===== src/rtl/mps_defines.vh =====
// What this block does
// - Enable high switches the DC/DC converter on, low switches it off.
// - Core off: pad driver Hi-Z, receiver off, pull off.
// - Enable high, reset low: driver Hi-Z, receiver off, pull on.
// - Out of reset, not configured: driver Hi-Z, receiver on, pull on.
// - Configured: driver and pull per pin, receiver on when driver off.
// - Device reports one of six basic power states, one subsystem active.
`ifndef MPS_DEFINES_VH
`define MPS_DEFINES_VH

// ==========================================
// Sizes
`define MPS_NUM_PADS      8
`define MPS_ADDR_W        8
`define MPS_DATA_W        32

// ==========================================
// Register byte offsets
`define MPS_REG_CTRL      8'h00
`define MPS_REG_STATUS    8'h04
`define MPS_REG_OUT_EN    8'h08
`define MPS_REG_OUT_VAL   8'h0C
`define MPS_REG_PULL_EN   8'h10
`define MPS_REG_PAD_IN    8'h14
`define MPS_REG_SLEEP_CNT 8'h18

// ==========================================
// Control fields and reset values
`define MPS_CTRL_CFG_BIT  0
`define MPS_CTRL_ACT_LSB  1
`define MPS_CTRL_ACT_MSB  3
`define MPS_RST_PADS      8'h00
`define MPS_RST_ACT       3'h0

// ==========================================
// Basic power state codes
`define MPS_PS_IDLE       3'h0
`define MPS_PS_WLAN_TX    3'h1
`define MPS_PS_WLAN_RX    3'h2
`define MPS_PS_SR_TX      3'h3
`define MPS_PS_SR_RX      3'h4
`define MPS_PS_CORE_OFF   3'h5

// ==========================================
// Timing: reset hold the controller must give, for reference
`define MPS_CLK_HZ        10000000
`define MPS_T_RST_MS      5
`define MPS_RST_CYCLES    ((`MPS_CLK_HZ / 1000) * `MPS_T_RST_MS)

`endif


===== src/rtl/mps_pad_ctrl.v =====
`timescale 1ns/1ps
`include "mps_defines.vh"
// ==========================================
// Per-pad driver, receiver and pull control
module mps_pad_ctrl (
    // Clock and reset
    input  wire                      clk,
    input  wire                      rst_b,
    input  wire                      ce,
    // Power phase
    input  wire                      coreOff,
    input  wire                      inReset,
    input  wire                      configured,
    // Firmware pad setup
    input  wire [`MPS_NUM_PADS-1:0]  cfgOutEn,
    input  wire [`MPS_NUM_PADS-1:0]  cfgOutVal,
    input  wire [`MPS_NUM_PADS-1:0]  cfgPullEn,
    // Pad controls
    output reg  [`MPS_NUM_PADS-1:0]  padOut,
    output reg  [`MPS_NUM_PADS-1:0]  padOe_b,
    output reg  [`MPS_NUM_PADS-1:0]  padRxEn,
    output reg  [`MPS_NUM_PADS-1:0]  padPullEn
);

    genvar g;
    generate
        for (g = 0; g < `MPS_NUM_PADS; g = g + 1) begin : gPad
            always @(posedge clk or negedge rst_b) begin
                if (!rst_b) begin
                    padOut[g]    <= 1'b0;
                    padOe_b[g]   <= 1'b1;
                    padRxEn[g]   <= 1'b0;
                    padPullEn[g] <= 1'b0;
                end else if (ce) begin
                    if (coreOff) begin
                        padOut[g]    <= 1'b0;
                        padOe_b[g]   <= 1'b1;
                        padRxEn[g]   <= 1'b0;
                        padPullEn[g] <= 1'b0;
                    end else if (inReset) begin
                        padOut[g]    <= 1'b0;
                        padOe_b[g]   <= 1'b1;
                        padRxEn[g]   <= 1'b0;
                        padPullEn[g] <= 1'b1;
                    end else if (!configured) begin
                        padOut[g]    <= 1'b0;
                        padOe_b[g]   <= 1'b1;
                        padRxEn[g]   <= 1'b1;
                        padPullEn[g] <= 1'b1;
                    end else begin
                        padOut[g]    <= cfgOutVal[g];
                        padOe_b[g]   <= ~cfgOutEn[g];
                        padRxEn[g]   <= ~cfgOutEn[g];
                        padPullEn[g] <= cfgPullEn[g];
                    end
                end
            end
        end
    endgenerate

endmodule // mps_pad_ctrl


===== src/rtl/mps_power_seq.v =====
// Strobed register access and the register addresses are this design's own decisions.
`timescale 1ns/1ps
`include "mps_defines.vh"
// ==========================================
// Power-state sequencer and pad supervisor
module mps_power_seq (
    // Clock and reset
    input  wire                      clk,
    input  wire                      rst_b,
    input  wire                      ce,
    // Power pins from the controller
    input  wire                      moduleEnablePin,
    input  wire                      hardResetPin_b,
    input  wire                      sleepClkPin,
    // Register port
    input  wire [`MPS_ADDR_W-1:0]    regAddr,
    input  wire [`MPS_DATA_W-1:0]    regWrData,
    input  wire                      regWr,
    input  wire                      regRd,
    output reg  [`MPS_DATA_W-1:0]    regRdData,
    // Power outputs
    output reg                       dcdcEnable,
    output reg  [2:0]                powerState,
    // Digital pads
    input  wire [`MPS_NUM_PADS-1:0]  padIn,
    output wire [`MPS_NUM_PADS-1:0]  padOut,
    output wire [`MPS_NUM_PADS-1:0]  padOe_b,
    output wire [`MPS_NUM_PADS-1:0]  padRxEn,
    output wire [`MPS_NUM_PADS-1:0]  padPullEn
);

    // ==========================================
    // Sequencer states
    localparam [3:0] S_OFF  = 4'h1;
    localparam [3:0] S_POR  = 4'h2;
    localparam [3:0] S_DEF  = 4'h4;
    localparam [3:0] S_PROG = 4'h8;

    // ==========================================
    // Address decode, used for every register
    function hit;
        input [`MPS_ADDR_W-1:0] a;
        input [`MPS_ADDR_W-1:0] off;
        begin
            hit = (a == off);
        end
    endfunction

    // ==========================================
    // Pin synchronisers
    // Pins come from another board domain, so two stages each, three for the sleep clock
    reg  [1:0]                enSync_q;
    reg  [1:0]                rstSync_q;
    reg  [2:0]                slkSync_q;
    reg  [`MPS_NUM_PADS-1:0]  padMeta_q;
    reg  [`MPS_NUM_PADS-1:0]  padSync_q;

    always @(posedge clk or negedge rst_b) begin
        if (!rst_b) begin
            enSync_q  <= 2'h0;
            rstSync_q <= 2'h0;
            slkSync_q <= 3'h0;
            padMeta_q <= `MPS_RST_PADS;
            padSync_q <= `MPS_RST_PADS;
        end else if (ce) begin
            enSync_q  <= {enSync_q[0], moduleEnablePin};
            rstSync_q <= {rstSync_q[0], hardResetPin_b};
            slkSync_q <= {slkSync_q[1:0], sleepClkPin};
            padMeta_q <= padIn;
            padSync_q <= padMeta_q;
        end
    end

    wire enLvl  = enSync_q[1];
    wire rstLvl = rstSync_q[1];
    // Edge detect uses stages two and three, never the first
    wire slkRise = slkSync_q[1] & ~slkSync_q[2];

    // ==========================================
    // Sequencer
    reg  [3:0] state_q;
    reg  [3:0] state_d;
    reg        cfg_q;

    always @* begin
        state_d = state_q;
        case (state_q)
            S_OFF: begin
                if (enLvl) begin
                    state_d = rstLvl ? S_DEF : S_POR;
                end
            end
            S_POR: begin
                if (!enLvl) begin
                    state_d = S_OFF;
                end else if (rstLvl) begin
                    state_d = S_DEF;
                end
            end
            S_DEF: begin
                // Enable low wins: both pins falling together ends in core off
                if (!enLvl) begin
                    state_d = S_OFF;
                end else if (!rstLvl) begin
                    state_d = S_POR;
                end else if (cfg_q) begin
                    state_d = S_PROG;
                end
            end
            S_PROG: begin
                if (!enLvl) begin
                    state_d = S_OFF;
                end else if (!rstLvl) begin
                    state_d = S_POR;
                end else if (!cfg_q) begin
                    state_d = S_DEF;
                end
            end
            default: begin
                state_d = S_OFF;
            end
        endcase
    end

    always @(posedge clk or negedge rst_b) begin
        if (!rst_b) begin
            state_q <= S_OFF;
        end else if (ce) begin
            state_q <= state_d;
        end
    end

    wire coreOn  = state_q[2] | state_q[3];
    wire coreOff = state_q[0];
    wire inReset = state_q[1];

    // ==========================================
    // Firmware registers
    // Contents, all but the sleep clock count, are lost whenever the core is off or in reset, as in silicon
    reg  [2:0]                act_q;
    reg  [`MPS_NUM_PADS-1:0]  outEn_q;
    reg  [`MPS_NUM_PADS-1:0]  outVal_q;
    reg  [`MPS_NUM_PADS-1:0]  pullEn_q;
    reg  [15:0]               slkCnt_q;
    wire [2:0]                actWr = regWrData[`MPS_CTRL_ACT_MSB:`MPS_CTRL_ACT_LSB];

    always @(posedge clk or negedge rst_b) begin
        if (!rst_b) begin
            cfg_q    <= 1'b0;
            act_q    <= `MPS_RST_ACT;
            outEn_q  <= `MPS_RST_PADS;
            outVal_q <= `MPS_RST_PADS;
            pullEn_q <= `MPS_RST_PADS;
        end else if (ce) begin
            if (!coreOn) begin
                cfg_q    <= 1'b0;
                act_q    <= `MPS_RST_ACT;
                outEn_q  <= `MPS_RST_PADS;
                outVal_q <= `MPS_RST_PADS;
                pullEn_q <= `MPS_RST_PADS;
            end else if (regWr) begin
                if (hit(regAddr, `MPS_REG_CTRL)) begin
                    cfg_q <= regWrData[`MPS_CTRL_CFG_BIT];
                    // Codes above MPS_PS_SR_RX, core off included, are ignored: one subsystem at most
                    if (actWr <= `MPS_PS_SR_RX) begin
                        act_q <= actWr;
                    end
                end
                if (hit(regAddr, `MPS_REG_OUT_EN)) begin
                    outEn_q <= regWrData[`MPS_NUM_PADS-1:0];
                end
                if (hit(regAddr, `MPS_REG_OUT_VAL)) begin
                    outVal_q <= regWrData[`MPS_NUM_PADS-1:0];
                end
                if (hit(regAddr, `MPS_REG_PULL_EN)) begin
                    pullEn_q <= regWrData[`MPS_NUM_PADS-1:0];
                end
            end
        end
    end

    // ==========================================
    // Sleep clock edge counter, shows the low-power clock is alive
    always @(posedge clk or negedge rst_b) begin
        if (!rst_b) begin
            slkCnt_q <= 16'h0000;
        end else if (ce) begin
            if (regWr && hit(regAddr, `MPS_REG_SLEEP_CNT)) begin
                slkCnt_q <= 16'h0000;
            end else if (slkRise) begin
                slkCnt_q <= slkCnt_q + 16'h0001;
            end
        end
    end

    // ==========================================
    // Power outputs
    always @(posedge clk or negedge rst_b) begin
        if (!rst_b) begin
            dcdcEnable <= 1'b0;
            powerState <= `MPS_PS_CORE_OFF;
        end else if (ce) begin
            dcdcEnable <= ~coreOff;
            if (coreOff) begin
                powerState <= `MPS_PS_CORE_OFF;
            end else if (state_q == S_PROG) begin
                powerState <= act_q;
            end else begin
                powerState <= `MPS_PS_IDLE;
            end
        end
    end

    // ==========================================
    // Read port, data stands one cycle after the strobe
    always @(posedge clk or negedge rst_b) begin
        if (!rst_b) begin
            regRdData <= 32'h0000_0000;
        end else if (ce) begin
            regRdData <= 32'h0000_0000;
            if (regRd) begin
                if (hit(regAddr, `MPS_REG_CTRL)) begin
                    regRdData <= {28'h0, act_q, cfg_q};
                end else if (hit(regAddr, `MPS_REG_STATUS)) begin
                    // Bit 3 is spare so the state code sits on a nibble
                    regRdData <= {21'h0, powerState, state_q, 1'b0, rstLvl, enLvl, dcdcEnable};
                end else if (hit(regAddr, `MPS_REG_OUT_EN)) begin
                    regRdData <= {24'h0, outEn_q};
                end else if (hit(regAddr, `MPS_REG_OUT_VAL)) begin
                    regRdData <= {24'h0, outVal_q};
                end else if (hit(regAddr, `MPS_REG_PULL_EN)) begin
                    regRdData <= {24'h0, pullEn_q};
                end else if (hit(regAddr, `MPS_REG_PAD_IN)) begin
                    // Disabled receivers read as zero
                    regRdData <= {24'h0, padSync_q & padRxEn};
                end else if (hit(regAddr, `MPS_REG_SLEEP_CNT)) begin
                    regRdData <= {16'h0, slkCnt_q};
                end
            end
        end
    end

    // ==========================================
    // Pad control
    mps_pad_ctrl uPads (
        .clk        (clk),
        .rst_b      (rst_b),
        .ce         (ce),
        .coreOff    (coreOff),
        .inReset    (inReset),
        .configured (state_q == S_PROG),
        .cfgOutEn   (outEn_q),
        .cfgOutVal  (outVal_q),
        .cfgPullEn  (pullEn_q),
        .padOut     (padOut),
        .padOe_b    (padOe_b),
        .padRxEn    (padRxEn),
        .padPullEn  (padPullEn)
    );

endmodule // mps_power_seq


===== config.mk =====
export PLATFORM = sky130hd
export DESIGN_NAME = mps_power_seq
export DESIGN_NICKNAME = d
export VERILOG_FILES = /design/src/rtl/mps_pad_ctrl.v /design/src/rtl/mps_power_seq.v
export VERILOG_INCLUDE_DIRS = /design/src /design/src/rtl
export SDC_FILE = /design/constraint.sdc
export NUM_CORES = 1
export LEC_CHECK = 0
export ABC_AREA = 1
export BUFFER_PORTS_ARGS = -buffer_cell sky130_fd_sc_hd__clkbuf_2
export CAP_MARGIN = 5
export CORE_MARGIN = 1.5
export CORE_UTILIZATION = 35
export DETAILED_ROUTE_END_ITERATION = 7
export PLACE_DENSITY = 0.68
export SKIP_LAST_GASP = 1
export SLEW_MARGIN = 15
export SYNTH_ARGS = -nofsm -noshare
export SYNTH_HDL_FRONTEND = slang
export SYNTH_SLANG_ARGS = --single-unit

===== constraint.sdc =====
create_clock -name clk -period 1.4 [get_ports clk]
set_input_delay 0.07 -clock clk [delete_from_list [all_inputs] [get_ports clk]]
set_output_delay 0.07 -clock clk [all_outputs]
set_load 0.02 [all_outputs]

Word level (Yosys, flattened, before mapping) --
Index checks and enable logic that the tools add are counted. W data, S select, Z words.
Cells by class: reduce and logical (&&, ||, !) cells 10, equality and inequality tests 20, $lt $le $gt $ge 1, add/subtract/negate cells 1, multiplexer cells 127, bitwise operators 13
Operators with widths (count):
- $mux W16 | 10
- $mux W1 | 91
- $mux W8 | 9
- $mux W4 | 9
- $eq A8 B5 Y1 const B | 3
- $mux W3 | 7
- $add A16 B1 Y16 const B | 1
- $eq A8 B4 Y1 const B | 2
- $pmux W4 S4 | 1
- $reduce_and A3 Y1 | 4
- $ne A2 B1 Y1 const B | 5
- $not A1 Y1 | 10
- $and A8 B8 Y8 | 1
- $eq A8 B3 Y1 const B | 1
- $logic_not A8 Y1 | 1
- $ne A4 B4 Y1 const B | 2
- $reduce_and A5 Y1 | 1
- $eq A4 B1 Y1 const B | 1
- $eq A4 B2 Y1 const B | 1
- $eq A4 B3 Y1 const B | 1
- $eq A4 B4 Y1 const B | 1
- $ne A2 B2 Y1 const B | 2
- $reduce_and A4 Y1 | 1
- $le A3 B3 Y1 const B | 1
- other kinds (6) | 6
Storage, ports and cells: logic and storage cells 219, output and inout bits 68, bits in registers 139

Depth between registers and ports, before layout --
Gate-level depths: netlist of run 1.
depth after elaboration 9, depth in mapped cells 11

Hierarchy --
Synthesis of run 1 repeated with hierarchy kept, for this count alone.
Second synthesis, totals: cell total of the unflattened synthesis 755, area, all modules 6108.4 sq um
Modules (own cells, without submodules):
- mps_power_seq | instances 1, seq. area each 2280.9 sq um, cells an instance 606, area each 4777.1 sq um
- mps_pad_ctrl | instances 1, seq. area each 810.8 sq um, cells an instance 149, area each 1331.3 sq um

Worst setup path before layout of run 1 --
Ideal clock, no wire load.
path type reg-to-reg, start register state_q[3], end register outEn_q[6], library setup time 127 ps, cell stages (with the launch flop) 9, slack 31 ps, data arrival time 1242 ps, period minus slack after synthesis 1369 ps, data required time 1273 ps, path through dfrtp_1 -> nor2_4 -> inv_1 -> buf_4 -> nand2_1 -> nand2_2 -> buf_2 -> nand2_1 -> o21ai_0
Between the ends: word-level cells in the longest chain between the ends 3
Ends and longest elaborated chain:
- from (decl) | RTL line mps_power_seq.v:81 | reg [3:0] state_q;
- from (signal assigned) | RTL line mps_power_seq.v:129 | state_q <= state_d;
- $or A1 B1 Y1 (*) | RTL line mps_power_seq.v:133 | wire coreOn = state_q[2] | state_q[3];
- $ne A2 B1 Y1 (no source line) or $ne A2 B2 Y1 (tied branches)
- $reduce_and A3 Y1 (no source line)
- to (signal assigned) | RTL line mps_power_seq.v:151 | outEn_q <= `MPS_RST_PADS;
- to (signal assigned) | RTL line mps_power_seq.v:158 | outEn_q <= `MPS_RST_PADS;
- to (signal assigned) | RTL line mps_power_seq.v:170 | outEn_q <= regWrData[`MPS_NUM_PADS-1:0];
- to (decl) | RTL line mps_power_seq.v:141 | reg [`MPS_NUM_PADS-1:0] outEn_q;
Every way passes the cells marked *; elsewhere a longest branch is shown, timed or not. A chain may end at the register's enable or synchronous reset.

Final worst setup path of run 1 --
start register state_q[0], end register state_q[3]
Between the ends: word-level cells in the longest chain between the ends 3
Ends and longest elaborated chain:
- $eq A4 B4 Y1 (tied with other cells) | RTL line mps_power_seq.v:87 | case (state_q)
- $ne A4 B4 Y1 (no source line) (tied with other cells)
- $reduce_and A5 Y1 (no source line)
Parallel ways exist; a longest one is shown, timed or not.

==> results.py, run 1 <==
metrics = {
    "critical_path": {
        "worst-path-buf-inv": 2,
        "crit_arrival_ps": 1720,
        "cp_cell_sequence": "buf_4 > nand3_2 > o22ai_2 > nor2_2 > nand2_2 > inv_2 > nand2_1 > nand2_1",
        "required_ps": 1700,
        "worstSetupPathType": "register to register",
        "cp-end-kind": "register",
        "slowest_stage": "dfstp_2",
        "start_kind": "register",
        "cpLargestDelayFamily": "flip-flops",
        "slowest_delay_ps": 570,
        "cp_common_cell": "nand2_1",
        "critPathMaxFanout": 6,
    },
    "power": {
        "power_density_mw_per_mm2": 1607,
        "p_int_mw": 8.353,
        "power.share.sequential": 0.387,
        "p_sw_frac": 0.3577,
        "combPwrFrac": 0.295,
        "leakagePower_nw": 4.123,
        "switching_power_mw": 4.651,
        "pwr-share-clk": 0.318,
        "irDropWorstVdd_mv": 0.9922,
    },
    "detailed_routing": {
        "drt_iter0_drc": 437,
        "drt-total-wl_um": 16780,
        "wire_per_inst_um": 14.71,
        "ant_nets": 0,
        "drtPass1Iterations": 5,
        "vias": 5559,
        "viasPerCell": 4.872,
        "drc": 0,
    },
    "die": {
        "rows": 47,
        "start_util": 0.3618,
        "chipHeight_um": 134.6,
        "die_area_mm2": 0.01812,
        "fp.coreArea_mm2": 0.01676,
        "ioPinCount": 124,
        "die_w_um": 134.6,
    },
    "timing": {
        "finalMaxSlewViolations": 0,
        "rsz0062_at_grt": "yes",
        "whs_ps": 12.30,
        "hold_viol": 0,
        "setup_violations": 1,
        "min_period_over_period": 1.020,
        "min_period_ps": 1427,
        "fmax_mhz": 700.5,
        "clock_skew_ps": 8.075,
        "setup_ws_ps": -27.46,
    },
    "cells_and_area": {
        "nets": 965,
        "fill_cells": 1617,
        "fin_util": 0.4829,
        "multi_input_area_mm2": 0.002695,
        "areaGrowthSynthToFinish_pct": 33.47,
        "drive_gt1_frac": 0.2921,
        "seqCellArea_mm2": 0.003095,
        "final_common_cell": "nand2_1",
        "n_antenna_cell": 0,
        "mostFrequentLayoutCells": "nand2_1, dfrtp_1, clkbuf_2",
    },
    "grt": {
        "grt_usage": 0.1915,
        "grt_pass1_wl_um": 26650,
        "grt_max_degree": 45,
        "antenna_found_initial": 0,
        "globalRouteOverflowTotal": 0,
        "grt_pass1_vias": 5250,
    },
    "logic_synthesis": {
        "synth_cell_type_count": 42,
        "yosysWarnings": 0,
        "synth_area_mm2": 0.006063,
        "synthCells": 744,
        "synth_area_per_cell_um2": 8.150,
        "synth_seq_area_share": 0.5099,
        "synth_top_area_cell": "dfrtp_1",
        "synth-seq-cells": 123,
        "synth_top_area_frac": 0.4622,
        "ys_top_cells_by_area": "dfrtp_1, nand2_1, o21ai_0, dfstp_2, nand3_1",
    },
    "clock_network": {
        "root_buffer": "clkbuf_16",
        "cts_tree": "built",
        "cts_num_sinks": 123,
        "clk_pin_slew_worst_paths_ps": 60,
        "insertion_delay_ps": 420,
        "h-tree-depth": 4,
        "clock_path_buffers": 2,
        "numCtsBuffers": 17,
    },
    "place": {
        "port_buffers": 83,
        "place_hpwl_um": 12210,
        "gp_congestion": 0.8804,
    },
    "job": {
        "maxCapViolCount": 0,
    },
    "outcome": {
        "status": "finished, violations left",
        "violations": "negative setup slack",
    },
    "min_path": {
        "hold_path_class": "primary input to register",
    },
}
registers in the layout, indices dropped and copies added, names as in the netlist:
register and count:
slkSync_q 3, uPads.padRxEn 8, padMeta_q 8, cfg_q 1, padSync_q 8, slkCnt_q 16, enSync_q 2, regRdData 16
powerState 3, act_q 3, uPads.padPullEn 8, uPads.padOut 8, state_q 4, dcdcEnable 1, uPads.padOe_b 8, pullEn_q 8
outVal_q 8, rstSync_q 2, outEn_q 8
per-layer routing:
| metal | global-route usage | vias to the layer above | share of wire |
|---|---|---|---|
| li1 | - | 2722 | - |
| met1 | 0.2566 | 2639 | 0.45 |
| met2 | 0.2977 | 172 | 0.47 |
| met3 | 0.05593 | 26 | 0.063 |
| met4 | 0.06452 | 0 | 0.019 |
| met5 | 0 | - | 0 |
final cells by class:
cell class / count / share of cell area
clock buffers: 18 / 0.05427
well taps: 220 / 0.03401
multi-input cells: 541 / 0.3330
inverters: 53 / 0.02458
flip-flops and latches: 123 / 0.3825
repair buffers: 172 / 0.1563
clock inverters: 14 / 0.01531
synth_stat cells:
master	count
o21ai_0	64
buf_4	18
nand3_1	51
ha_1	1
nor3b_1	1
a21oi_1	11
nor3_1	7
buf_2	7
or2_1	1
nor2_8	2
nor2_1	27
buf_6	5
a31o_2	1
nand2_2	6
inv_2	3
inv_1	50
nor2_2	5
o31ai_1	5
o211ai_1	1
xor2_1	6
dfstp_2	11
o21ai_2	9
o211ai_2	1
a22oi_1	2
buf_1	2
dfrtp_1	112
nand3_4	1
o21bai_1	6
nor2_4	3
clkbuf_1	11
conb_1	1
nand4_1	10
and2_1	2
a31oi_1	2
nand2_1	277
nand3_2	1
nand2_4	2
o21ai_1	6
a22o_1	4
and3_1	1
o22ai_1	7
nand3b_1	1
final timing paths:
kind,from,to,slack [ps],cells after the start
worst max-delay path,state_q[0],state_q[3],-30,8
worst max register to register,state_q[0],state_q[3],-30,8
min in group asynchronous,rst_b,regRdData[13],90,2
worst min-delay path,regWrData[2],pullEn_q[2],10,3
worst min register to register,uPads.padOe_b[2],uPads.padOe_b[2],470,2
max in group asynchronous,rst_b,uPads.padOe_b[3],720,3
what timing repair did:
item / in CTS / in global routing
pin swaps: 1 / 8
setup endpoints to repair: 30 / 56
endpoints found under the hold margin: 131 / 3
buffers inserted: 3 / 2
hold buffers: 16 / 3
resized for setup: 9 / 52
cloned: 0 / 1
kinds of logic (layout without fill, tap and decap cells):
kind of cell / after synthesis / in the layout / synth area share
adders and majority gates: 1 / 1 / 0.002063
other: 1 / 16 / 0.0006185
xor gates and xnor gates: 6 / 6 / 0.008667
AOI/OAI and AO/OA: 119 / 119 / 0.1158
and+or+nand+nor: 398 / 399 / 0.2848
buffers and inverters: 96 / 257 / 0.07821
DFF: 123 / 123 / 0.5099
metrics by stage:
stage / power, mW / cells / setup TNS [ps] / cell area [um^2] / worst slack [ps]
after floorplan: 6.824 / 759 / 0 / 6120 / 31.13
after global placement: 8.327 / 1084 / -1452 / 7138 / -97.45
after detailed placement: 8.395 / 1084 / -2229 / 7138 / -134.0
after CTS: 12.70 / 1135 / 0 / 7903 / 4.424
after global routing: 13.73 / 1141 / -910.0 / 8093 / -112.9
final: 13.00 / 1141 / -27.46 / 8093 / -27.46
worst register-to-register path, stage by stage (launching register included):
cell	delay (ps)
dfstp_2	570
buf_4	150
nand3_2	90
o22ai_2	170
nor2_2	50
nand2_2	110
inv_2	70
nand2_1	60
nand2_1	50
power groups by stage:
stage	clock network, mW	registers (mW)	logic (mW)
floorplan	0	5.18	1.65
finish	4.13	5.03	3.84
global route	4.39	5.13	4.21
CTS	4.20	4.99	3.51
detailed placement	0	5.04	3.35
global placement	0	5.05	3.28
No activity file was read; power rests on OpenSTA's default activity.
==> inputs of run 2 (changes only) <==
Settings changed: SYNTH_HIERARCHICAL set to 1.
==> results.py, run 2 <==
metrics = {
    "outcome": {
        "status": "finished, violations left",
        "violations": "negative setup slack",
    },
    "clock_network": {
        "cts_tree": "built",
        "insertion_delay_ps": 420,
        "root_buffer": "clkbuf_16",
        "cts_num_sinks": 123,
        "clock_path_buffers": 2,
        "h-tree-depth": 4,
        "numCtsBuffers": 17,
        "clk_pin_slew_worst_paths_ps": 60,
    },
    "power": {
        "irDropWorstVdd_mv": 1.099,
        "power_density_mw_per_mm2": 1701,
        "pwr-share-clk": 0.330,
        "p_sw_frac": 0.3619,
        "switching_power_mw": 5.108,
        "power.share.sequential": 0.367,
        "p_int_mw": 9.009,
        "combPwrFrac": 0.302,
        "leakagePower_nw": 4.213,
    },
    "grt": {
        "grt_usage": 0.1963,
        "grt_pass1_wl_um": 27430,
        "grt_max_degree": 66,
        "antenna_found_initial": 0,
        "globalRouteOverflowTotal": 0,
        "grt_pass1_vias": 5399,
    },
    "cells_and_area": {
        "fin_util": 0.4832,
        "drive_gt1_frac": 0.3060,
        "mostFrequentLayoutCells": "nand2_1, dfrtp_1, clkbuf_2",
        "n_antenna_cell": 0,
        "fill_cells": 1690,
        "reg_top3": "regRdData (16), slkCnt_q (16)",
        "nets": 972,
        "areaGrowthSynthToFinish_pct": 35.89,
        "final_common_cell": "nand2_1",
    },
    "timing": {
        "setup_ws_ps": -44.67,
        "min_period_over_period": 1.032,
        "fmax_mhz": 692.2,
        "rsz0062_at_grt": "yes",
        "min_period_ps": 1445,
        "hold_viol": 0,
        "finalMaxSlewViolations": 0,
        "tns_ps": -297.7,
        "clock_skew_ps": 5.648,
        "setup_violations": 16,
    },
    "place": {
        "gp_congestion": 0.9353,
        "place_hpwl_um": 12190,
        "port_buffers": 83,
        "dp_slack_ps": -44.82,
    },
    "die": {
        "ioPinCount": 124,
        "start_util": 0.3556,
        "rows": 48,
        "chipHeight_um": 135.1,
        "die_w_um": 135.1,
        "fp.coreArea_mm2": 0.01718,
        "die_area_mm2": 0.01825,
    },
    "logic_synthesis": {
        "synth-seq-cells": 123,
        "ys_top_cells_by_area": "dfrtp_1, nand2_1, dfstp_2, nor2_1, nand3_1",
        "synthCells": 755,
        "synth-edff-count": 0,
        "synth_seq_area_share": 0.5061,
        "yosysWarnings": 6,
        "synth_top_area_frac": 0.4588,
        "synth_area_mm2": 0.006108,
        "yosys_most_used_dff": "dfrtp_1",
        "synth_area_per_cell_um2": 8.091,
        "synthArstFlopShare": 1.000,
        "synth_cell_type_count": 37,
        "synth_top_area_cell": "dfrtp_1",
        "synth_most_common_cell": "nand2_1",
        "ys_top_cells_by_count": "nand2_1, dfrtp_1, nor2_1",
    },
    "detailed_routing": {
        "drc": 0,
        "drt-total-wl_um": 17480,
        "drt_iter0_drc": 416,
        "ant_nets": 0,
        "wire_per_inst_um": 15.16,
        "drtPass1Iterations": 5,
        "vias": 5604,
        "viasPerCell": 4.860,
    },
    "critical_path": {
        "cp-end-kind": "register",
        "crit_arrival_ps": 1800,
        "worstSetupPathType": "register to register",
        "start_kind": "register",
        "required_ps": 1760,
        "critPathMaxFanout": 4,
    },
    "min_path": {
        "hold_path_class": "primary input to register",
    },
    "job": {
        "maxCapViolCount": 0,
    },
}
-- run 2: layout make-up --
cell class / count / area, um^2 / area share
clock inverter: 12 / 170.2 / 0.02050
multi-input combinational: 556 / 2907 / 0.3502
inverter: 53 / 212.7 / 0.02563
clock buffer: 20 / 456.7 / 0.05502
timing repair buffer: 164 / 1179 / 0.1420
tap: 225 / 281.5 / 0.03392
sequential: 123 / 3094 / 0.3728
-- run 2: timing repair --
action,in CTS,in global routing
pin swaps,4,22
setup endpoints to repair,15,67
setup buffers,3,8
endpoints found under the hold margin,145,0
hold buffers,16,0
gates resized for setup,7,69
cloned,0,3
-- run 2: cells by family after synthesis --
group                    count (synthesis)  share of synthesized area
AND/OR/NAND/NOR                        423                     0.3073
buffers and inverters                   93                    0.07538
other                                    1                  0.0006139
adder cells (fa/ha/maj)                  1                   0.002048
flip-flops                             123                     0.5061
XOR/XNOR                                 1                   0.001434
AO/OA/AOI/OAI                          113                     0.1071
-- run 2: stage by stage --
stage,cells,hold WS (ps),power (mW),area (um^2)
6_report,1153,94.31,14.12,8300
5_1_grt,1153,91.54,14.84,8300
4_1_cts,1142,79.08,13.59,7945
3_5_place_dp,1091,110.5,8.731,7102
3_3_place_gp,1091,106.6,8.643,7102
2_1_floorplan,770,-225.6,7.214,6177
-- run 2: path summary, 6_finish.rpt --
path	startpoint	to	cells after the start	slack, ps
max	state_q[1]	state_q[2]	7	-40
max reg2reg	state_q[1]	state_q[2]	7	-40
min	regWrData[3]	outVal_q[3]	3	90
max in group asynchronous	rst_b	powerState[0]	3	840
min reg2reg	padMeta_q[0]	padMeta_q[0]	2	470
min in group asynchronous	rst_b	uPads/padOut[4]	3	200
-- run 2: per-layer routing --
metal | track usage | share of wire | up-vias
met3 | 0.05968 | 0.052 | 22
li1 | - | - | 2742
met1 | 0.2546 | 0.46 | 2684
met4 | 0.07646 | 0.017 | 0
met5 | 0 | 0 | -
met2 | 0.3075 | 0.48 | 156
-- run 2: power by group through the flow --
| stage | registers, mW | clock network [mW] | logic [mW] |
|---|---|---|---|
| after floorplan | 5.21 | 0 | 2.00 |
| after global placement | 5.12 | 0 | 3.52 |
| after detailed placement | 5.14 | 0 | 3.59 |
| after CTS | 5.10 | 4.72 | 3.77 |
| after global routing | 5.27 | 4.88 | 4.69 |
| final | 5.18 | 4.67 | 4.27 |
-- run 2: worst max-delay path: stages, from the launching register on --
cell and delay, ps:
dfrtp_2 440, nor2_4 170, nand3_4 110, inv_4 100
nand3_4 80, o211ai_1 310, nand2_1 100, nand2_1 70
==> inputs of run 3 (changes only) <==
Settings changed: CELL_PAD_IN_SITES_DETAIL_PLACEMENT set to 1, CELL_PAD_IN_SITES_GLOBAL_PLACEMENT set to 1, CORE_MARGIN 1.5 to 2, CTS_CLUSTER_DIAMETER set to 50, PLACE_DENSITY 0.68 to 0.84.
==> results.py, run 3 (synthesis results as in run 2) <==
metrics = {
    "outcome": {
        "status": "finished, violations left",
        "violations": "negative setup slack",
    },
    "timing": {
        "worst_slew_pin_slew_ps": 506.5,
        "fmax_mhz": 623.1,
        "rsz0062_at_grt": "yes",
        "min_period_ps": 1605,
        "slew-limit-headroom": 0.6616,
        "clock_skew_ps": 8.370,
        "finalMaxSlewViolations": 0,
        "setup_ws_ps": -204.8,
        "hold_viol": 0,
        "setup_violations": 62,
        "min_period_over_period": 1.146,
        "whs_ps": 84.36,
    },
    "detailed_routing": {
        "ant_nets": 0,
        "wire_per_inst_um": 19.06,
        "vias": 6095,
        "viasPerCell": 5.254,
        "drtPass1Iterations": 5,
        "drt-total-wl_um": 22110,
        "drt_iter0_drc": 451,
        "drc": 0,
    },
    "grt": {
        "grt_pass1_wl_um": 32790,
        "antenna_found_initial": 0,
        "grt_pass1_vias": 6237,
        "grt_usage": 0.2320,
        "globalRouteOverflowTotal": 0,
        "grt_max_degree": 50,
    },
    "place": {
        "gp_congestion": 0.8678,
        "port_buffers": 83,
        "placed_area_mm2": 0.007124,
        "place_hpwl_um": 13940,
        "dp_slack_ps": -99.31,
    },
    "critical_path": {
        "critPathMaxFanout": 3,
        "cp-end-kind": "register",
        "rrSetupSlack_ps": -200,
        "required_ps": 1710,
        "crit_arrival_ps": 1910,
        "start_kind": "register",
        "worstSetupPathType": "register to register",
    },
    "cells_and_area": {
        "fill_cells": 2065,
        "final_area_mm2": 0.008566,
        "areaGrowthSynthToFinish_pct": 40.23,
        "fin_util": 0.4987,
        "final_common_cell": "nand2_1",
        "multi_input_area_mm2": 0.003094,
        "drive_gt1_frac": 0.3465,
        "mostFrequentLayoutCells": "nand2_1, dfrtp_1, clkbuf_2",
        "nets": 979,
        "reg_top3": "regRdData (16), slkCnt_q (16)",
        "seqCellArea_mm2": 0.003093,
        "n_antenna_cell": 0,
    },
    "clock_network": {
        "insertion_delay_ps": 430,
        "clk_pin_slew_worst_paths_ps": 50,
        "root_buffer": "clkbuf_16",
        "h-tree-depth": 4,
        "clock_path_buffers": 2,
        "cts_num_sinks": 123,
        "cts_tree": "built",
        "numCtsBuffers": 17,
    },
    "job": {
        "maxCapViolCount": 0,
    },
    "min_path": {
        "hold_path_class": "primary input to async pin",
    },
    "power": {
        "leakagePower_nw": 4.266,
        "irDropWorstVdd_mv": 1.046,
        "power_density_mw_per_mm2": 1742,
    },
    "die": {
        "start_util": 0.3556,
        "die_w_um": 136.1,
        "fp.coreArea_mm2": 0.01718,
        "die_area_mm2": 0.01852,
        "rows": 48,
        "ioPinCount": 124,
        "chipHeight_um": 136.1,
    },
}
## run 3: stage by stage
step | setup TNS, ps | instances | total power [mW]
finish | -4669 | 1160 | 14.92
global route | -7695 | 1160 | 15.62
CTS | -613.4 | 1150 | 14.06
detailed placement | -1752 | 1094 | 8.892
global placement | -112.7 | 1094 | 8.702
floorplan | -3.718 | 770 | 7.214
## run 3: per-layer routing
metal	vias to the layer above	wire, um	track usage
met5	-	0	0
li1	2757	-	-
met2	234	11040	0.3839
met1	3023	8940	0.2868
met3	81	1200	0.05183
met4	0	935	0.1117
## run 3: worst max-delay path, cell delays in order, from the launching register on
cell and delay (ps):
dfrtp_1 390, ha_1 220, nand2_1 100, nor2_2 160, nand2_1 120, nor3_2 190, nand2_1 90, a21oi_1 160
a21oi_1 50
## run 3: what timing repair did
action,in CTS,in global routing
resized for setup,39,94
buffers inserted,7,9
endpoints found under the hold margin,133,0
hold buffers,16,0
pin swaps,11,27
endpoints found under the setup margin,50,71
cloned,1,2
## run 3: final timing paths
| check | start | depth (start not counted) | to |
|---|---|---|---|
| worst max-delay path | slkCnt_q[1] | 8 | slkCnt_q[8] |
| worst min-delay path | rst_b | 2 | uPads/padOut[2] |
| worst max register to register | slkCnt_q[1] | 8 | slkCnt_q[8] |
| worst min register to register | rstSync_q[0] | 2 | rstSync_q[0] |
| max in group asynchronous | rst_b | 3 | state_q[0] |
| min in group clk | regWrData[0] | 3 | outVal_q[0] |
## run 3: area by class of cell
cell class / count / area share
multi-input combinational: 556 / 0.3612
sequential: 123 / 0.3611
timing repair buffer: 171 / 0.1477
clock buffer: 24 / 0.05507
tap: 225 / 0.03287
inverter: 53 / 0.02542
clock inverter: 8 / 0.01665
## run 3: where the power goes
group | internal (mW) | switching [mW]
combinational | 1.82 | 3.19
sequential | 4.36 | 0.910
clock | 3.06 | 1.59
total | 9.23 | 5.69
